<file path="src/rtl/rcs_pkg.sv">
// constants, field layouts and types of the rtc control/status block
// assumes a serial bus engine on core_clk and async pins synced there
// Notes on behaviour
// - oscillator always on with main supply; disable bit acts on battery
// - while disabled oscillator is stopped, counters and alarm flags stay static
// - on battery, square wave drives pin only if enabled and select 0
// - convert bit starts conversion and compensation unless one runs
// - user conversions leave automatic interval timing untouched
// - busy may lag a user start by about 2ms; not used for progress
// - convert bit reads 1 until done, then convert and busy clear together
// - rate bits pick 1Hz, 1.024kHz, 4.096kHz, 8.192kHz; both reset to 1
// - select 0 gives square wave; select 1 gives active-low interrupt
// - alarm match sets its flag regardless of select and enables
// - alarm 2 flag interrupts only with its enable and select both 1
// - alarm 1 flag interrupts only with its enable and select both 1
// - oscillator-stop flag sets whenever oscillator stops, power-up too
// - oscillator-stop flag stays set until software writes 0
// - on battery, 32kHz output needs both enables, else low
// - conversion-rate bits pick 64, 128, 256 or 512 second interval
// - new conversion rate may take one full old interval to apply
// - 32kHz output enable gives 32.768kHz wave while running, else low
// - busy rises with sensor request and falls on conversion complete
// - alarm 2 flag set on match, cleared only by writing 0
// - alarm 1 flag set on match, cleared only by writing 0
// - alarm matches evaluated once per second at time update
// - temperature is 10-bit two's complement, quarter degree steps
// - aging trim is signed byte added to compensation value
// - writes to temperature result registers are ignored
package rcs_pkg;

  // register offsets
  localparam logic [7:0] ADDR_CTRL      = 8'h0e;
  localparam logic [7:0] ADDR_STAT      = 8'h0f;
  localparam logic [7:0] ADDR_AGING     = 8'h10;
  localparam logic [7:0] ADDR_TEMP_INT  = 8'h11;
  localparam logic [7:0] ADDR_TEMP_FRAC = 8'h12;

  // clock_control, msb first as in the register
  typedef struct packed {
    logic osc_disable_on_battery;
    logic battery_square_wave_enable;
    logic temp_convert_request;
    logic square_rate_sel_hi;
    logic square_rate_sel_lo;
    logic irq_not_square_select;
    logic alarm_two_irq_enable;
    logic alarm_one_irq_enable;
  } rcs_ctrl_s;

  // clock_control_status, msb first as in the register
  typedef struct packed {
    logic osc_stopped_flag;
    logic battery_ref_out_enable;
    logic comp_rate_sel_hi;
    logic comp_rate_sel_lo;
    logic ref_out_enable;
    logic compensation_busy;
    logic alarm_two_flag;
    logic alarm_one_flag;
  } rcs_stat_s;

  localparam rcs_ctrl_s  CTRL_RST  = 8'h1c;
  localparam rcs_stat_s  STAT_RST  = 8'hc8;
  localparam logic [7:0] AGING_RST = 8'h00;
  localparam logic [9:0] TEMP_RST  = 10'h000;
  localparam int         FRAC_W    = 2;

  // oscillator divider, taps for rate codes 0..3
  localparam int DIV_W     = 15;
  localparam int TAP_1HZ   = 14;
  localparam int TAP_1K    = 4;
  localparam int TAP_4K    = 2;
  localparam int TAP_8K    = 1;

  // compensation interval base, seconds
  localparam int         SEC_W       = 10;
  localparam logic [9:0] COMP_BASE_S = 10'h040;

  // user conversion lag before the sensor request
  localparam int CLK_PERIOD_NS  = 4;
  localparam int USER_DELAY_US  = 2000;
  localparam int USER_DELAY_CYC = USER_DELAY_US * 1000 / CLK_PERIOD_NS;

  typedef enum logic [1:0] {CV_IDLE, CV_USER_WAIT, CV_BUSY} rcs_temp_convert_request_e;

endpackage

</file>
<file path="src/rtl/rcs_ctrl_status.sv">
// control/status, aging and temperature registers of the rtc
// assumes a bus engine on core_clk giving byte writes and reads,
// a temperature sensor and timekeeping on core_clk, and the crystal
// clock, supply state and crystal fault arriving asynchronously
`timescale 1ns/1ps
module rcs_ctrl_status
  import rcs_pkg::*;
#(
  parameter int DELAY_CYC = USER_DELAY_CYC
) (
  input  wire logic       core_clk,        // block clock, 250 MHz
  input  wire logic       resetn,          // power-on reset, low
  input  wire logic [7:0] reg_addr,        // register offset
  input  wire logic       reg_wr,          // write strobe
  input  wire logic       reg_rd,          // read strobe
  input  wire logic [7:0] reg_wdata,       // write byte
  output logic      [7:0] reg_rdata,       // read byte, next cycle
  input  wire logic       osc_clk_in,      // crystal clock, async
  input  wire logic       on_battery,      // supply below fail, async
  input  wire logic       osc_fault,       // crystal disturbed, async
  input  wire logic       second_tick,     // time registers update
  input  wire logic       alarm_one_match, // alarm 1 compare hit
  input  wire logic       alarm_two_match, // alarm 2 compare hit
  output logic            temp_temp_convert_request_req,   // sensor start, level
  input  wire logic       temp_done,       // sensor finished pulse
  input  wire logic [9:0] temp_result,     // sensor code
  output logic            comp_apply,      // capacitance update pulse
  output logic      [7:0] aging_trim,      // signed trim to array
  output logic            osc_enable,      // crystal run enable
  output logic            irq_or_wave_pin, // shared pin drive level
  output logic            irq_or_wave_oe,  // shared pin drive enable
  output logic            ref_out          // 32kHz output pin
);

  // synchronisers: stage 1 feeds only stage 2
  logic [1:0] osc_s;
  logic       osc_prev;
  logic [1:0] bat_s;
  logic [1:0] flt_s;

  // two flops before any logic looks at pin levels
  always_ff @(posedge core_clk or negedge resetn) begin
    if (!resetn) begin
      osc_s    <= 2'h0;
      osc_prev <= 1'b0;
      bat_s    <= 2'h0;
      flt_s    <= 2'h0;
    end else begin
      osc_s    <= {osc_s[0], osc_clk_in};
      osc_prev <= osc_s[1];
      bat_s    <= {bat_s[0], on_battery};
      flt_s    <= {flt_s[0], osc_fault};
    end
  end

  logic bat;
  logic osc_rise;
  assign bat      = bat_s[1];
  assign osc_rise = osc_s[1] & ~osc_prev;

  // state of the main group
  rcs_ctrl_s        ctrl;
  rcs_stat_s        stat;
  logic [7:0]       aging;
  logic [9:0]       temp;
  logic [DIV_W-1:0] div;
  logic [SEC_W-1:0] sec_cnt;
  logic [SEC_W-1:0] cur_iv;
  logic             auto_pend;
  rcs_temp_convert_request_e        cv_state;
  logic [31:0]      wait_cnt;
  logic             req;
  logic             apply;
  logic [7:0]       rdata;
  logic             osc_en;
  logic             pin_out;
  logic             pin_oe;
  logic             ref_q;

  rcs_ctrl_s        next_ctrl;
  rcs_stat_s        next_stat;
  logic [7:0]       next_aging;
  logic [9:0]       next_temp;
  logic [DIV_W-1:0] next_div;
  logic [SEC_W-1:0] next_sec_cnt;
  logic [SEC_W-1:0] next_cur_iv;
  logic             next_auto_pend;
  rcs_temp_convert_request_e        next_cv_state;
  logic [31:0]      next_wait_cnt;
  logic             next_req;
  logic             next_apply;
  logic [7:0]       next_rdata;
  logic             next_osc_en;
  logic             next_pin_out;
  logic             next_pin_oe;
  logic             next_ref_q;

  // helpers
  logic             osc_on;
  logic             sec_wrap;
  logic             wr_ctrl;
  logic             wr_stat;
  logic             sq_wave;
  logic             irq_act;
  logic [1:0]       rs_code;
  logic [1:0]       cr_code;

  // oscillator runs unless disabled on battery or disturbed
  assign osc_on = ~(bat & ctrl.osc_disable_on_battery)
                & ~flt_s[1];
  assign sec_wrap = osc_rise & osc_on & (&div);
  assign wr_ctrl  = reg_wr & (reg_addr == ADDR_CTRL);
  assign wr_stat  = reg_wr & (reg_addr == ADDR_STAT);
  assign rs_code  = {ctrl.square_rate_sel_hi, ctrl.square_rate_sel_lo};
  assign cr_code  = {stat.comp_rate_sel_hi, stat.comp_rate_sel_lo};

  // square-wave rate select off the crystal divider
  always_comb begin
    case (rs_code)
      2'h0:    sq_wave = div[TAP_1HZ];
      2'h1:    sq_wave = div[TAP_1K];
      2'h2:    sq_wave = div[TAP_4K];
      default: sq_wave = div[TAP_8K];
    endcase
  end

  // alarm flags only reach the pin when enabled and selected
  assign irq_act = ctrl.irq_not_square_select
                 & ((stat.alarm_two_flag & ctrl.alarm_two_irq_enable)
                 |  (stat.alarm_one_flag & ctrl.alarm_one_irq_enable));

  // next values of registers, timers, conversion and pins
  always_comb begin
    next_ctrl      = ctrl;
    next_stat      = stat;
    next_aging     = aging;
    next_temp      = temp;
    next_div       = div;
    next_sec_cnt   = sec_cnt;
    next_cur_iv    = cur_iv;
    next_auto_pend = auto_pend;
    next_cv_state  = cv_state;
    next_wait_cnt  = wait_cnt;
    next_req       = req;
    next_apply     = 1'b0;
    next_rdata     = rdata;
    next_osc_en    = ~(bat & ctrl.osc_disable_on_battery);

    // divider only counts real crystal edges while running
    if (osc_rise && osc_on) begin
      next_div = div + 1'b1;
    end

    // automatic interval: rate change lands at next wrap
    if (sec_wrap) begin
      if (sec_cnt + 1'b1 >= cur_iv) begin
        next_sec_cnt   = '0;
        next_auto_pend = 1'b1;
        next_cur_iv    = COMP_BASE_S << cr_code;
      end else begin
        next_sec_cnt = sec_cnt + 1'b1;
      end
    end

    // register writes; result registers take none
    if (wr_ctrl) begin
      next_ctrl = rcs_ctrl_s'(reg_wdata);
      next_ctrl.temp_convert_request = ctrl.temp_convert_request;
    end
    if (wr_stat) begin
      next_stat.battery_ref_out_enable = reg_wdata[6];
      next_stat.comp_rate_sel_hi       = reg_wdata[5];
      next_stat.comp_rate_sel_lo       = reg_wdata[4];
      next_stat.ref_out_enable         = reg_wdata[3];
      // flags only clear on a written 0
      if (!reg_wdata[7]) begin
        next_stat.osc_stopped_flag = 1'b0;
      end
      if (!reg_wdata[1]) begin
        next_stat.alarm_two_flag = 1'b0;
      end
      if (!reg_wdata[0]) begin
        next_stat.alarm_one_flag = 1'b0;
      end
    end
    if (reg_wr && reg_addr == ADDR_AGING) begin
      next_aging = reg_wdata;
    end

    // hardware sets win over a clearing write in the same cycle
    if (!osc_on) begin
      next_stat.osc_stopped_flag = 1'b1;
    end
    if (second_tick && osc_on) begin
      if (alarm_two_match) begin
        next_stat.alarm_two_flag = 1'b1;
      end
      if (alarm_one_match) begin
        next_stat.alarm_one_flag = 1'b1;
      end
    end

    // conversion sequencer
    case (cv_state)
      CV_IDLE: begin
        if (auto_pend && osc_on) begin
          next_auto_pend = 1'b0;
          next_req       = 1'b1;
          next_stat.compensation_busy = 1'b1;
          next_cv_state  = CV_BUSY;
        end else if (wr_ctrl && reg_wdata[5] && osc_on
                     && !stat.compensation_busy) begin
          next_ctrl.temp_convert_request = 1'b1;
          next_wait_cnt = '0;
          next_cv_state = CV_USER_WAIT;
        end
      end
      CV_USER_WAIT: begin
        // busy stays low while the user start settles
        if (wait_cnt >= 32'(DELAY_CYC - 1)) begin
          next_req      = 1'b1;
          next_stat.compensation_busy = 1'b1;
          next_cv_state = CV_BUSY;
        end else begin
          next_wait_cnt = wait_cnt + 32'h1;
        end
      end
      CV_BUSY: begin
        if (temp_done) begin
          next_req   = 1'b0;
          next_apply = 1'b1;
          next_temp  = temp_result;
          next_stat.compensation_busy    = 1'b0;
          next_ctrl.temp_convert_request = 1'b0;
          next_cv_state = CV_IDLE;
        end
      end
      default: begin
        next_req      = 1'b0;
        next_cv_state = CV_IDLE;
      end
    endcase

    // read port, unmapped offsets read zero
    if (reg_rd) begin
      case (reg_addr)
        ADDR_CTRL:      next_rdata = ctrl;
        ADDR_STAT:      next_rdata = stat;
        ADDR_AGING:     next_rdata = aging;
        ADDR_TEMP_INT:  next_rdata = temp[9:FRAC_W];
        ADDR_TEMP_FRAC: next_rdata = {temp[FRAC_W-1:0], 6'h00};
        default:        next_rdata = 8'h00;
      endcase
    end

    // shared pin: square wave push-pull, interrupt open-drain
    if (ctrl.irq_not_square_select) begin
      next_pin_out = 1'b0;
      next_pin_oe  = irq_act;
    end else begin
      next_pin_out = sq_wave;
      next_pin_oe  = ~bat | ctrl.battery_square_wave_enable;
    end

    // 32kHz reference gated by enables and a running crystal
    next_ref_q = stat.ref_out_enable
               & (~bat | stat.battery_ref_out_enable)
               & osc_on & osc_s[1];
  end

  // registers of the main group; reset is the power-on state
  always_ff @(posedge core_clk or negedge resetn) begin
    if (!resetn) begin
      ctrl      <= CTRL_RST;
      stat      <= STAT_RST;
      aging     <= AGING_RST;
      temp      <= TEMP_RST;
      div       <= '0;
      sec_cnt   <= '0;
      cur_iv    <= COMP_BASE_S;
      auto_pend <= 1'b1;
      cv_state  <= CV_IDLE;
      wait_cnt  <= 32'h0;
      req       <= 1'b0;
      apply     <= 1'b0;
      rdata     <= 8'h00;
      osc_en    <= 1'b1;
      pin_out   <= 1'b0;
      pin_oe    <= 1'b0;
      ref_q     <= 1'b0;
    end else begin
      ctrl      <= next_ctrl;
      stat      <= next_stat;
      aging     <= next_aging;
      temp      <= next_temp;
      div       <= next_div;
      sec_cnt   <= next_sec_cnt;
      cur_iv    <= next_cur_iv;
      auto_pend <= next_auto_pend;
      cv_state  <= next_cv_state;
      wait_cnt  <= next_wait_cnt;
      req       <= next_req;
      apply     <= next_apply;
      rdata     <= next_rdata;
      osc_en    <= next_osc_en;
      pin_out   <= next_pin_out;
      pin_oe    <= next_pin_oe;
      ref_q     <= next_ref_q;
    end
  end

  // outputs straight from flops
  assign reg_rdata       = rdata;
  assign temp_temp_convert_request_req   = req;
  assign comp_apply      = apply;
  assign aging_trim      = aging;
  assign osc_enable      = osc_en;
  assign irq_or_wave_pin = pin_out;
  assign irq_or_wave_oe  = pin_oe;
  assign ref_out         = ref_q;

endmodule

</file>
<file path="config.mk">
export PLATFORM = sky130hd
export DESIGN_NAME = rcs_ctrl_status
export DESIGN_NICKNAME = d
export VERILOG_FILES = /design/src/rtl/rcs_pkg.sv /design/src/rtl/rcs_ctrl_status.sv
export SDC_FILE = /design/constraint.sdc
export NUM_CORES = 1
export LEC_CHECK = 0
export BUFFER_PORTS_ARGS = -buffer_cell sky130_fd_sc_hd__buf_4
export CAP_MARGIN = 20
export CORE_MARGIN = 5
export CORE_UTILIZATION = 56
export DETAILED_ROUTE_END_ITERATION = 10
export PLACE_DENSITY = 0.77
export SYNTH_ARGS = -nofsm -noshare
export SYNTH_HDL_FRONTEND = slang
export SYNTH_SLANG_ARGS = --single-unit
</file>
<file path="constraint.sdc">
create_clock -name core_clk -period 3.55 [get_ports core_clk]
set_clock_uncertainty 0.15 [all_clocks]
set_input_delay 0.355 -clock core_clk [delete_from_list [all_inputs] [get_ports core_clk]]
set_output_delay 0.355 -clock core_clk [all_outputs]
set_load 0.05 [all_outputs]
</file>
==> results.json, run 1 <==
{
  "powerDensity_nw_per_um2": 528,
  "synth.largest_area_cell": "dfrtp_1",
  "synth_top_family_by_area": "simple AND/OR/NAND/NOR gates",
  "syn-num-nets": 563,
  "initial_utilization_pct": 56.9,
  "max_freq_ghz": 0.319,
  "wl_um": 12800,
  "numCtsBuffers": 17,
  "layout_worst_path_cycle_share_pct": 88.3,
  "antenna_found_initial": 0,
  "synth-edff-count": 0,
  "synth_xor_area_share_pct": 3.02,
  "core_um2": 9680,
  "met2RoutedLength_um": 6580,
  "pre_cts_slack_ns": 0.292,
  "highest_layer": "met4",
  "area_growth_pct": 27.2,
  "worstSetupStartpoint": "sec_cnt[0]",
  "hold_viol_final": 0,
  "critPathSlowestCell": "a21oi_1",
  "ioPinCount": 59,
  "clockPowerShare_pct": 49.1,
  "synth-compound-area-share_pct": 10.7,
  "met3WireLength_um": 518,
  "antenna_cells": 0,
  "worstPathCellList": "nand2_1 > nor3_2 > a31o_2 > nand2_1 > ha_1 > nand2_1 > a21oi_1 > nor2_1 > or2_2 > o21ai_0",
  "maxSlewViolCount": 0,
  "ys.warnings.count": 0,
  "layout-drive-gt1-share_pct": 21.9,
  "dp_hpwl_um": 8200,
  "timing.final.ws_setup_ns": 0.414,
  "gr-total-overflow": 0,
  "dr.pass1.iters": 7,
  "slew_headroom_pct": 28.5,
  "startpoint_type": "flop",
  "seqPwrFrac_pct": 42.2,
  "drcViolationCount": 0,
  "netlist_instances": 518,
  "port_buffers": 58,
  "cts_tree": "built",
  "chipHeight_um": 109,
  "layout.nets": 654,
  "ir_worst_vdd_v": 0.000428,
  "rsz0062_at_grt": "no",
  "maxCapViolations": 0,
  "ys_top_cells_by_area": "dfrtp_1 50%, nand2_1 5.2%, dfstp_2 4.3%",
  "vias": 4359,
  "crit_type": "reg -> reg",
  "fin_setup_tns_ns": 0,
  "vias_per_cell": 5.77,
  "arrival_ns": 3.41,
  "seq_area_frac_synth_pct": 54.2,
  "synthMuxAreaShare_pct": 5.95,
  "gp_congestion": 0.824,
  "hold_path_class": "reg -> reg",
  "avgSynthCellArea_um2": 10.6,
  "combPwrFrac_pct": 8.7,
  "fin_crit_ns": 3.14,
  "drt_iter0_markers": 331,
  "clk_pin_slew_ns": 0.06,
  "netlist_area_um2": 5510,
  "cts-root-buf": "clkbuf_8",
  "synth_top_area_share_pct": 49.9,
  "grt_pass1_vias": 4540,
  "fp-row-count": 36,
  "sw_frac_of_total_pct": 25.3,
  "timing.rr.start": "sec_cnt[0]",
  "wl_per_cell_um": 16.9,
  "outcome": "completed",
  "worstHoldStart": "flt_s[0]",
  "setup_violations": 0,
  "crit_path_frequent_cell": "nand2_1",
  "ys_ff_latch": 119,
  "synth_cell_types": 53,
  "synthAdderAreaFrac_pct": 1.82,
  "p_int_w": 0.00277,
  "clk_path_buf_depth": 2,
  "track_usage_pct": 23.4,
  "drt-met1-wl_um": 5360,
  "cp-end-kind": "flop",
  "synth-simple-area-share_pct": 21.6,
  "die-area_um2": 11900,
  "grt_max_degree": 61,
  "ctsHtreeMaxLevel": 4,
  "die_w_um": 109,
  "synth_ff_type": "dfrtp_1",
  "cts_sinks": 119,
  "insertion_delay_ns": 0.52,
  "crit_fanout": 9,
  "p_sw_w": 0.000937,
  "crit_required_ns": 3.82,
  "drtAntennaViolNets": 0,
  "grt_pass1_wl_um": 21800,
  "slowest_delay_ns": 0.46,
  "p_leak_nw": 3.16,
  "async_reset_ff_share_pct": 100,
  "tightest_slew_ns": 1.07
}
==> repair_timing <==
item / 4_1_cts / 5_1_grt
gates resized for setup: 0 / 1
hold buffers: 29 / 0
buffers inserted: 0 / 0
setup endpoints to repair: 0 / 4
hold endpoints to repair: 98 / 0
==> power by group through the flow <==
stage	Sequential (W)	Combinational, W	Clock (W)
after detailed placement	0.00158	0.000298	0
after global placement	0.00157	0.000286	0
final	0.00156	0.000323	0.00182
after global routing	0.00157	0.000358	0.00190
after floorplan	0.00159	0.000134	0
after CTS	0.00156	0.000326	0.00184
==> registers in the layout, summed over array words and instances, names as in the netlist, 2 cells and up <==
register	count
stat	6
temp	10
osc_s	2
cv_state	2
bat_s	2
flt_s	2
ctrl	8
reg_rdata	8
sec_cnt	10
wait_cnt	32
cr_code	2
cur_iv	4
div	15
aging_trim	8
==> stage by stage <==
stage / cells / power, W / hold slack (ns) / area, um^2 / utilization (%)
2_1_floorplan: 518 / 0.00173 / -0.0906 / 5510 / -
3_3_place_gp: 694 / 0.00186 / 0.189 / 6090 / 62.9
3_5_place_dp: 694 / 0.00188 / 0.187 / 6090 / 62.9
4_1_cts: 755 / 0.00372 / 0.203 / 7010 / 72.4
5_1_grt: 755 / 0.00384 / 0.223 / 7010 / 72.4
6_report: 755 / 0.00370 / 0.205 / 7010 / 72.4
==> kinds of logic (layout without fill, tap and decap cells) <==
| kind of cell | Yosys count | count (layout) |
|---|---|---|
| and+or+nand+nor | 213 | 213 |
| AOI/OAI and AO/OA | 90 | 90 |
| adders and majority gates | 8 | 8 |
| muxes | 29 | 29 |
| buffers and inverters | 40 | 144 |
| DFF | 119 | 119 |
| xor gates and xnor gates | 19 | 19 |
==> cells in the mapped netlist, types with 9 or more instances <==
| library cell | instances |
|---|---|
| a21oi_1 | 15 |
| nor3_1 | 11 |
| inv_1 | 19 |
| dfrtp_1 | 110 |
| o31ai_1 | 10 |
| nand2b_1 | 12 |
| dfstp_2 | 9 |
| or3_1 | 9 |
| nor2_1 | 13 |
| xnor2_1 | 14 |
| or4_1 | 9 |
| and2_1 | 18 |
| mux2_2 | 20 |
| nand2_1 | 76 |
| nand3_1 | 12 |
| o21ai_0 | 27 |
| clkbuf_1 | 17 |
| and3_1 | 12 |
==> final cells by class <==
cell class / count / area [um^2]
tap: 133 / 166
clock inverter: 15 / 214
timing repair buffer: 93 / 783
clock buffer: 17 / 414
multi-input combinational: 359 / 2380
sequential: 119 / 2990
fill: 669 / 2670
inverter: 19 / 71.3
==> routing by layer <==
metal,vias up,global-route usage (%)
met5,-,0
met1,2166,28.0
met3,30,4.68
met4,0,9.53
met2,113,41.3
li1,2050,-
==> path summary, 6_finish.rpt <==
| check | depth (start not counted) | to | slack, ns |
|---|---|---|---|
| max in group asynchronous | 3 | auto_pend | 2.13 |
| worst max-delay path | 10 | cur_iv[9] | 0.41 |
| worst min-delay path | 0 | flt_s[1] | 0.21 |
| worst min register to register | 0 | flt_s[1] | 0.21 |
| min in group asynchronous | 2 | reg_rdata[7] | 0.31 |
| worst max register to register | 10 | cur_iv[9] | 0.41 |
==> cell usage in the layout, fill, tap and decap left out, types with 6 or more instances in the layout <==
master         count
o31ai_1           10
a21boi_0           6
nand3_1           12
a21oi_1           15
xnor2_1           14
dlygate4sd3_1     29
buf_4             63
and2_1            18
nor4_1             8
clkbuf_16         16
and3_1            12
a222oi_1           8
o21ai_0           27
inv_1             19
or4_1              9
o22ai_1            6
nand2_1           76
mux2i_1            8
nor3_1            10
nand2b_1          12
nor2_1            13
inv_6              7
mux2_2            20
or3_1              9
dfstp_2            9
ha_1               8
dfrtp_1          110
==> worst max-delay path: cells and delay by family (launching register included) <==
family                     cells  cell delay [ns]
DFF                            1             0.43
adders and majority gates      1             0.29
and+or+nand+nor                6             1.31
AOI/OAI and AO/OA              3             0.86
(Power assumes the default switching activity.)
==> run 2, diff against run 1 <==
REMOVE_ABC_BUFFERS = 1   (was not set)
==> run 2 against run 1 <==
  * Power decreased by 0.76%
  * First-iteration DRC count decreased by 14%
  * Flip-flop and latch count unchanged
  * Clock-buffer cell count increased by 7
  * Combinational power increased by 2%
  * Utilization increased by 0.18 points
  * Wire length increased by 3.7%
  * Final area increased by 0.25%
  * Critical path type unchanged
  * Critical endpoint is now cur_iv[8]
  * Critical path depth unchanged
  * Sequential share of layout area decreased by 0.11 points
  * Final cell count increased by 0.40%
  * Register-to-register slack improved by 0.14 ns
==> results.json, run 2 (synthesis gave the netlist of run 1 again) <==
{
  "outcome": "completed",
  "grt_max_degree": 79,
  "final_cells": 758,
  "ff_latch_area_um2": 2990,
  "dr.pass1.iters": 6,
  "slew_headroom_pct": 50.2,
  "track_usage_pct": 24.2,
  "fp-row-count": 36,
  "top_regs": "wait_cnt: 32 flops, div: 15 flops",
  "ioPinCount": 59,
  "final_common_cell": "dfrtp_1",
  "dp_cells": 697,
  "maxCapViolations": 0,
  "slowest_delay_ns": 0.52,
  "setup_violations": 0,
  "hold_viol_final": 0,
  "gr-total-overflow": 0,
  "area_growth_pct": 27.6,
  "powerDensity_nw_per_um2": 523,
  "largest_register_ffs": 32,
  "antenna_cells": 0,
  "fin_crit_ns": 3.00,
  "arrival_ns": 3.27,
  "layout.nets": 657,
  "drtAntennaViolNets": 0,
  "vias": 4368,
  "core_um2": 9680,
  "layout_common_cells": "110 x dfrtp_1, 76 x nand2_1, 66 x buf_4, 29 x dlygate4sd3_1, 27 x o21ai_0",
  "startpoint_type": "flop",
  "p_leak_nw": 3.19,
  "fill_cells": 655,
  "port_buffers": 58,
  "grt_pass1_vias": 4543,
  "crit_type": "reg -> reg",
  "cts-root-buf": "clkbuf_8",
  "clk_pin_slew_ns": 0.06,
  "layout_worst_path_cycle_share_pct": 84.5,
  "crit_required_ns": 3.82,
  "gp_congestion": 0.909,
  "initial_utilization_pct": 56.9,
  "insertion_delay_ns": 0.51,
  "critPathSlowestCell": "nor3_1",
  "rsz0062_at_grt": "no",
  "layout-drive-gt1-share_pct": 21.8,
  "cts_tree": "built",
  "wl_um": 13200,
  "chipHeight_um": 109,
  "fin_setup_tns_ns": 0,
  "drt_iter0_markers": 285,
  "clk_path_buf_depth": 2,
  "drcViolationCount": 0,
  "grt_pass1_wl_um": 22300,
  "cp-end-kind": "flop",
  "ir_worst_vdd_v": 0.000351,
  "maxSlewViolCount": 0,
  "worstPathCellList": "nand2_1 > nor3_1 > a31o_2 > nand2_1 > ha_1 > nand2_1 > a21oi_2 > nor2_1 > or2_2 > o21ai_0",
  "cp.buffers_inverters": 0,
  "crit_path_frequent_cell": "nand2_1",
  "hold_path_class": "reg -> reg",
  "dp_hpwl_um": 8710,
  "vias_per_cell": 5.76,
  "tightest_slew_ns": 0.744,
  "ctsHtreeMaxLevel": 4,
  "cp_top_family": "simple AND/OR/NAND/NOR gates",
  "cts_sinks": 119,
  "numCtsBuffers": 17,
  "multi_input_area_um2": 2370,
  "die_w_um": 109,
  "max_freq_ghz": 0.333,
  "wl_per_cell_um": 17.5,
  "antenna_found_initial": 0,
  "die-area_um2": 11900,
  "crit_fanout": 9,
  "regMostFlops": "wait_cnt"
}
==> run 2: cell types whose count changed in the layout (fill, tap and decap cells not counted), sizes merged <==
cell	change
clkinvlp	-2
inv	-6
clkbuf	+7
buf	+3
clkinv	+1
==> run 2: layout make-up <==
cell class	instances	area share, %
Tap cell	133	2.37
Inverter	19	1.01
Multi-Input combinational cell	359	33.8
Clock buffer	24	6.83
Sequential cell	119	42.5
Timing Repair Buffer	96	11.5
Clock inverter	8	2.05
==> run 2: worst reg2reg max path, cell delays in order (launching register included) <==
cell	delay (ns)
dfrtp_1	0.42
nand2_1	0.11
nor3_1	0.52
a31o_2	0.25
nand2_1	0.05
ha_1	0.29
nand2_1	0.07
a21oi_2	0.26
nor2_1	0.22
or2_2	0.37
o21ai_0	0.19
==> run 2: final timing paths <==
check,endpoint,slack [ns],depth (start not counted),from
min in group asynchronous,sec_cnt[7],0.23,2,resetn
max reg2reg,cur_iv[8],0.55,10,sec_cnt[0]
min,flt_s[1],0.21,0,flt_s[0]
min reg2reg,flt_s[1],0.21,0,flt_s[0]
max,cur_iv[8],0.55,10,sec_cnt[0]
max in group asynchronous,stat[6],2.20,3,resetn
==> run 2: routing by layer <==
| metal | track usage (%) | share of wire, % | wire [um] |
|---|---|---|---|
| met5 | 0 | 0 | 0 |
| met4 | 10.4 | 2.8 | 374 |
| met3 | 4.56 | 4.8 | 630 |
| met2 | 40.8 | 52 | 6820 |
| met1 | 30.4 | 41 | 5410 |
==> run 2: stage by stage <==
stage | cell area, um^2 | setup slack (ns) | power [W] | util, % | hold slack (ns)
after floorplan | 5430 | 0.775 | 0.00172 | - | -0.0906
after global placement | 6110 | 0.512 | 0.00185 | 63.1 | 0.182
after detailed placement | 6110 | 0.405 | 0.00187 | 63.1 | 0.189
after CTS | 7030 | 0.359 | 0.00369 | 72.6 | 0.204
after global routing | 7030 | 0.264 | 0.00381 | 72.6 | 0.222
final | 7030 | 0.551 | 0.00368 | 72.6 | 0.208
==> run 2: what timing repair did <==
action / CTS / global route
resized for setup: 0 / 1
setup buffers: 0 / 0
setup endpoints to repair: 0 / 3
endpoints found under the hold margin: 82 / 0
hold buffers: 29 / 0
==> run 2: power breakdown <==
group,internal (W),total [W],leakage [nW],switching [W]
Clock,0.00121,0.00179,0.309,0.000576
Sequential,0.00146,0.00156,1.51,0.0000928
Combinational,0.000148,0.000330,1.37,0.000182
==> run 3, diff against run 2 <==
clock period = 2.95 ns   (was 3.55 ns; I/O delays follow)
==> run 3 against run 2 <==
  * Utilization up 0.44 points
  * Global-route usage up 0.35 points
  * Critical path type unchanged
  * Sequential power up 21%
  * Final area up 0.60%
  * Hold slack worse by 0.095 ns
  * Critical path depth down 1
  * Via count about the same
  * First-iteration DRC count down 16%
  * Largest cell class unchanged
  * Clock power up 21%
==> results.json, run 3 (synthesis gave the netlist of run 1 again) <==
{
  "layout_worst_path_cycle_share_pct": 90.5,
  "pre_cts_slack_ns": 0.286,
  "use_met3_pct": 5.92,
  "layout_common_cells": "110 x dfrtp_1, 76 x nand2_1, 72 x buf_4, 29 x dlygate4sd3_1, 27 x o21ai_0",
  "antenna_found_initial": 0,
  "worstPathCellList": "ha_1 > and3_1 > nand3_1 > xnor2_1 > ha_1 > o21ai_0 > a21oi_1 > or3_1 > o31ai_1",
  "critPathSlowestCell": "or3_1",
  "outcome": "completed",
  "largest_register_ffs": 32,
  "drtAntennaViolNets": 0,
  "drt_iter0_markers": 239,
  "maxCapViolations": 0,
  "worstHoldStart": "reg_addr[0]",
  "wl_um": 13300,
  "die-area_um2": 11900,
  "fp-row-count": 36,
  "ioPinCount": 59,
  "grt_max_degree": 52,
  "crit_type": "reg -> reg",
  "layout.nets": 663,
  "crit_fanout": 7,
  "ir_worst_vdd_v": 0.000547,
  "slew_headroom_pct": 50.6,
  "port_buffers": 58,
  "dp_hpwl_um": 9000,
  "numCtsBuffers": 17,
  "grt_pass1_vias": 4629,
  "holdPathStages": 3,
  "max_freq_ghz": 0.374,
  "top_usage_layer": "met2",
  "maxSlewViolCount": 0,
  "top_regs": "wait_cnt: 32 flops, div: 15 flops",
  "grt_pass1_wl_um": 22300,
  "cts_tree": "built",
  "dr.pass1.iters": 7,
  "cts_resized": 0,
  "fin_crit_ns": 2.67,
  "r2r_end": "sec_cnt[3]",
  "die_w_um": 109,
  "r2r_slack_ns": 0.28,
  "timing.rr.start": "sec_cnt[0]",
  "layout-drive-gt1-share_pct": 22.8,
  "antenna_cells": 0,
  "grt_use_met2_pct": 42.5,
  "insertion_delay_ns": 0.52,
  "crit_path_frequent_cell": "ha_1",
  "core_um2": 9680,
  "track_usage_pct": 24.5,
  "fin_setup_tns_ns": 0,
  "wl_per_cell_um": 17.5,
  "min_delay_worst_endpoint": "ctrl[7]",
  "drcViolationCount": 0,
  "post_cts_buffers": 0,
  "vias": 4369,
  "cp-end-kind": "flop",
  "powerDensity_nw_per_um2": 628,
  "final_common_cell": "dfrtp_1",
  "gp_congestion": 0.838,
  "ctsHtreeMaxLevel": 4,
  "regMostFlops": "wait_cnt",
  "startpoint_type": "flop",
  "arrival_ns": 2.95,
  "fill_cells": 656,
  "rsz0062_at_grt": "no",
  "hold_viol_final": 0,
  "clk_path_buf_depth": 2,
  "timing.final.ws_setup_ns": 0.280,
  "hold_path_class": "in -> reg",
  "postCtsHoldBufs": 29,
  "worst_r2r_path_depth": 9,
  "gr-total-overflow": 0,
  "slowest_delay_ns": 0.50,
  "tightest_slew_ns": 0.739,
  "use_met1_pct": 29.4,
  "setup_violations": 0,
  "area_growth_pct": 28.3,
  "initial_utilization_pct": 56.9,
  "cts_sinks": 119,
  "p_leak_nw": 3.20,
  "clk_pin_slew_ns": 0.06,
  "cts-root-buf": "clkbuf_8",
  "finalPower_w": 0.00444,
  "vias_per_cell": 5.72,
  "fin_hold_ws_ns": 0.113,
  "crit_required_ns": 3.23,
  "chipHeight_um": 109
}
## run 3: changes by cell type in the layout (fill, tap and decap cells not counted), sizes merged
cell / delta
buf: +6
inv: +1
clkbuf: -6
clkinvlp: +5
## run 3: worst max-delay path by stage
| stage | slack [ns] | endpoint | start | depth (start not counted) |
|---|---|---|---|---|
| floorplan | 0.17 | cur_iv[6] | sec_cnt[0] | 10 |
| global placement | 0.34 | sec_cnt[3] | sec_cnt[0] | 9 |
| detailed placement | 0.29 | sec_cnt[6] | sec_cnt[0] | 9 |
| CTS | 0.26 | sec_cnt[3] | sec_cnt[0] | 9 |
| global route | 0.05 | sec_cnt[3] | sec_cnt[0] | 9 |
| finish | 0.28 | sec_cnt[3] | sec_cnt[0] | 9 |
## run 3: worst max-delay path, delay by kind of cell, from the launching register on
family          cells  cell delay [ns]
fa+ha+maj           2             0.50
flops               1             0.43
xor+xnor            1             0.16
simple gates        3             0.83
compound gates      3             0.52
## run 3: report_power, final
part | total (W) | leakage [nW] | internal (W) | switching, W
Combinational | 0.000400 | 1.40 | 0.000180 | 0.000220
Sequential | 0.00188 | 1.51 | 0.00176 | 0.000119
Clock | 0.00216 | 0.290 | 0.00140 | 0.000764
Total | 0.00444 | 3.20 | 0.00334 | 0.00110
## run 3: layout make-up
type,count,area [um^2],area share [%]
Clock inverter,14,198,2.79
Sequential cell,119,2990,42.3
Timing Repair Buffer,102,851,12.0
Inverter,19,71.3,1.01
Tap cell,133,166,2.35
Clock buffer,18,428,6.05
Multi-Input combinational cell,359,2370,33.5
## run 3: metal layers
| layer | up-vias | routed length (um) | share of wire (%) |
|---|---|---|---|
| met5 | - | 0 | 0 |
| met4 | 0 | 344 | 2.6 |
| met3 | 31 | 555 | 4.2 |
| met2 | 100 | 6840 | 51 |
| met1 | 2179 | 5600 | 42 |
| li1 | 2059 | - | - |
## run 3: per-stage QoR
step                      cell area, um^2  std cells  utilization [%]
after floorplan                      5430        497                -
after global placement               6160        703             63.6
after detailed placement             6160        703             63.6
after CTS                            7070        764             73.0
after global routing                 7070        764             73.0
final                                7070        764             73.0
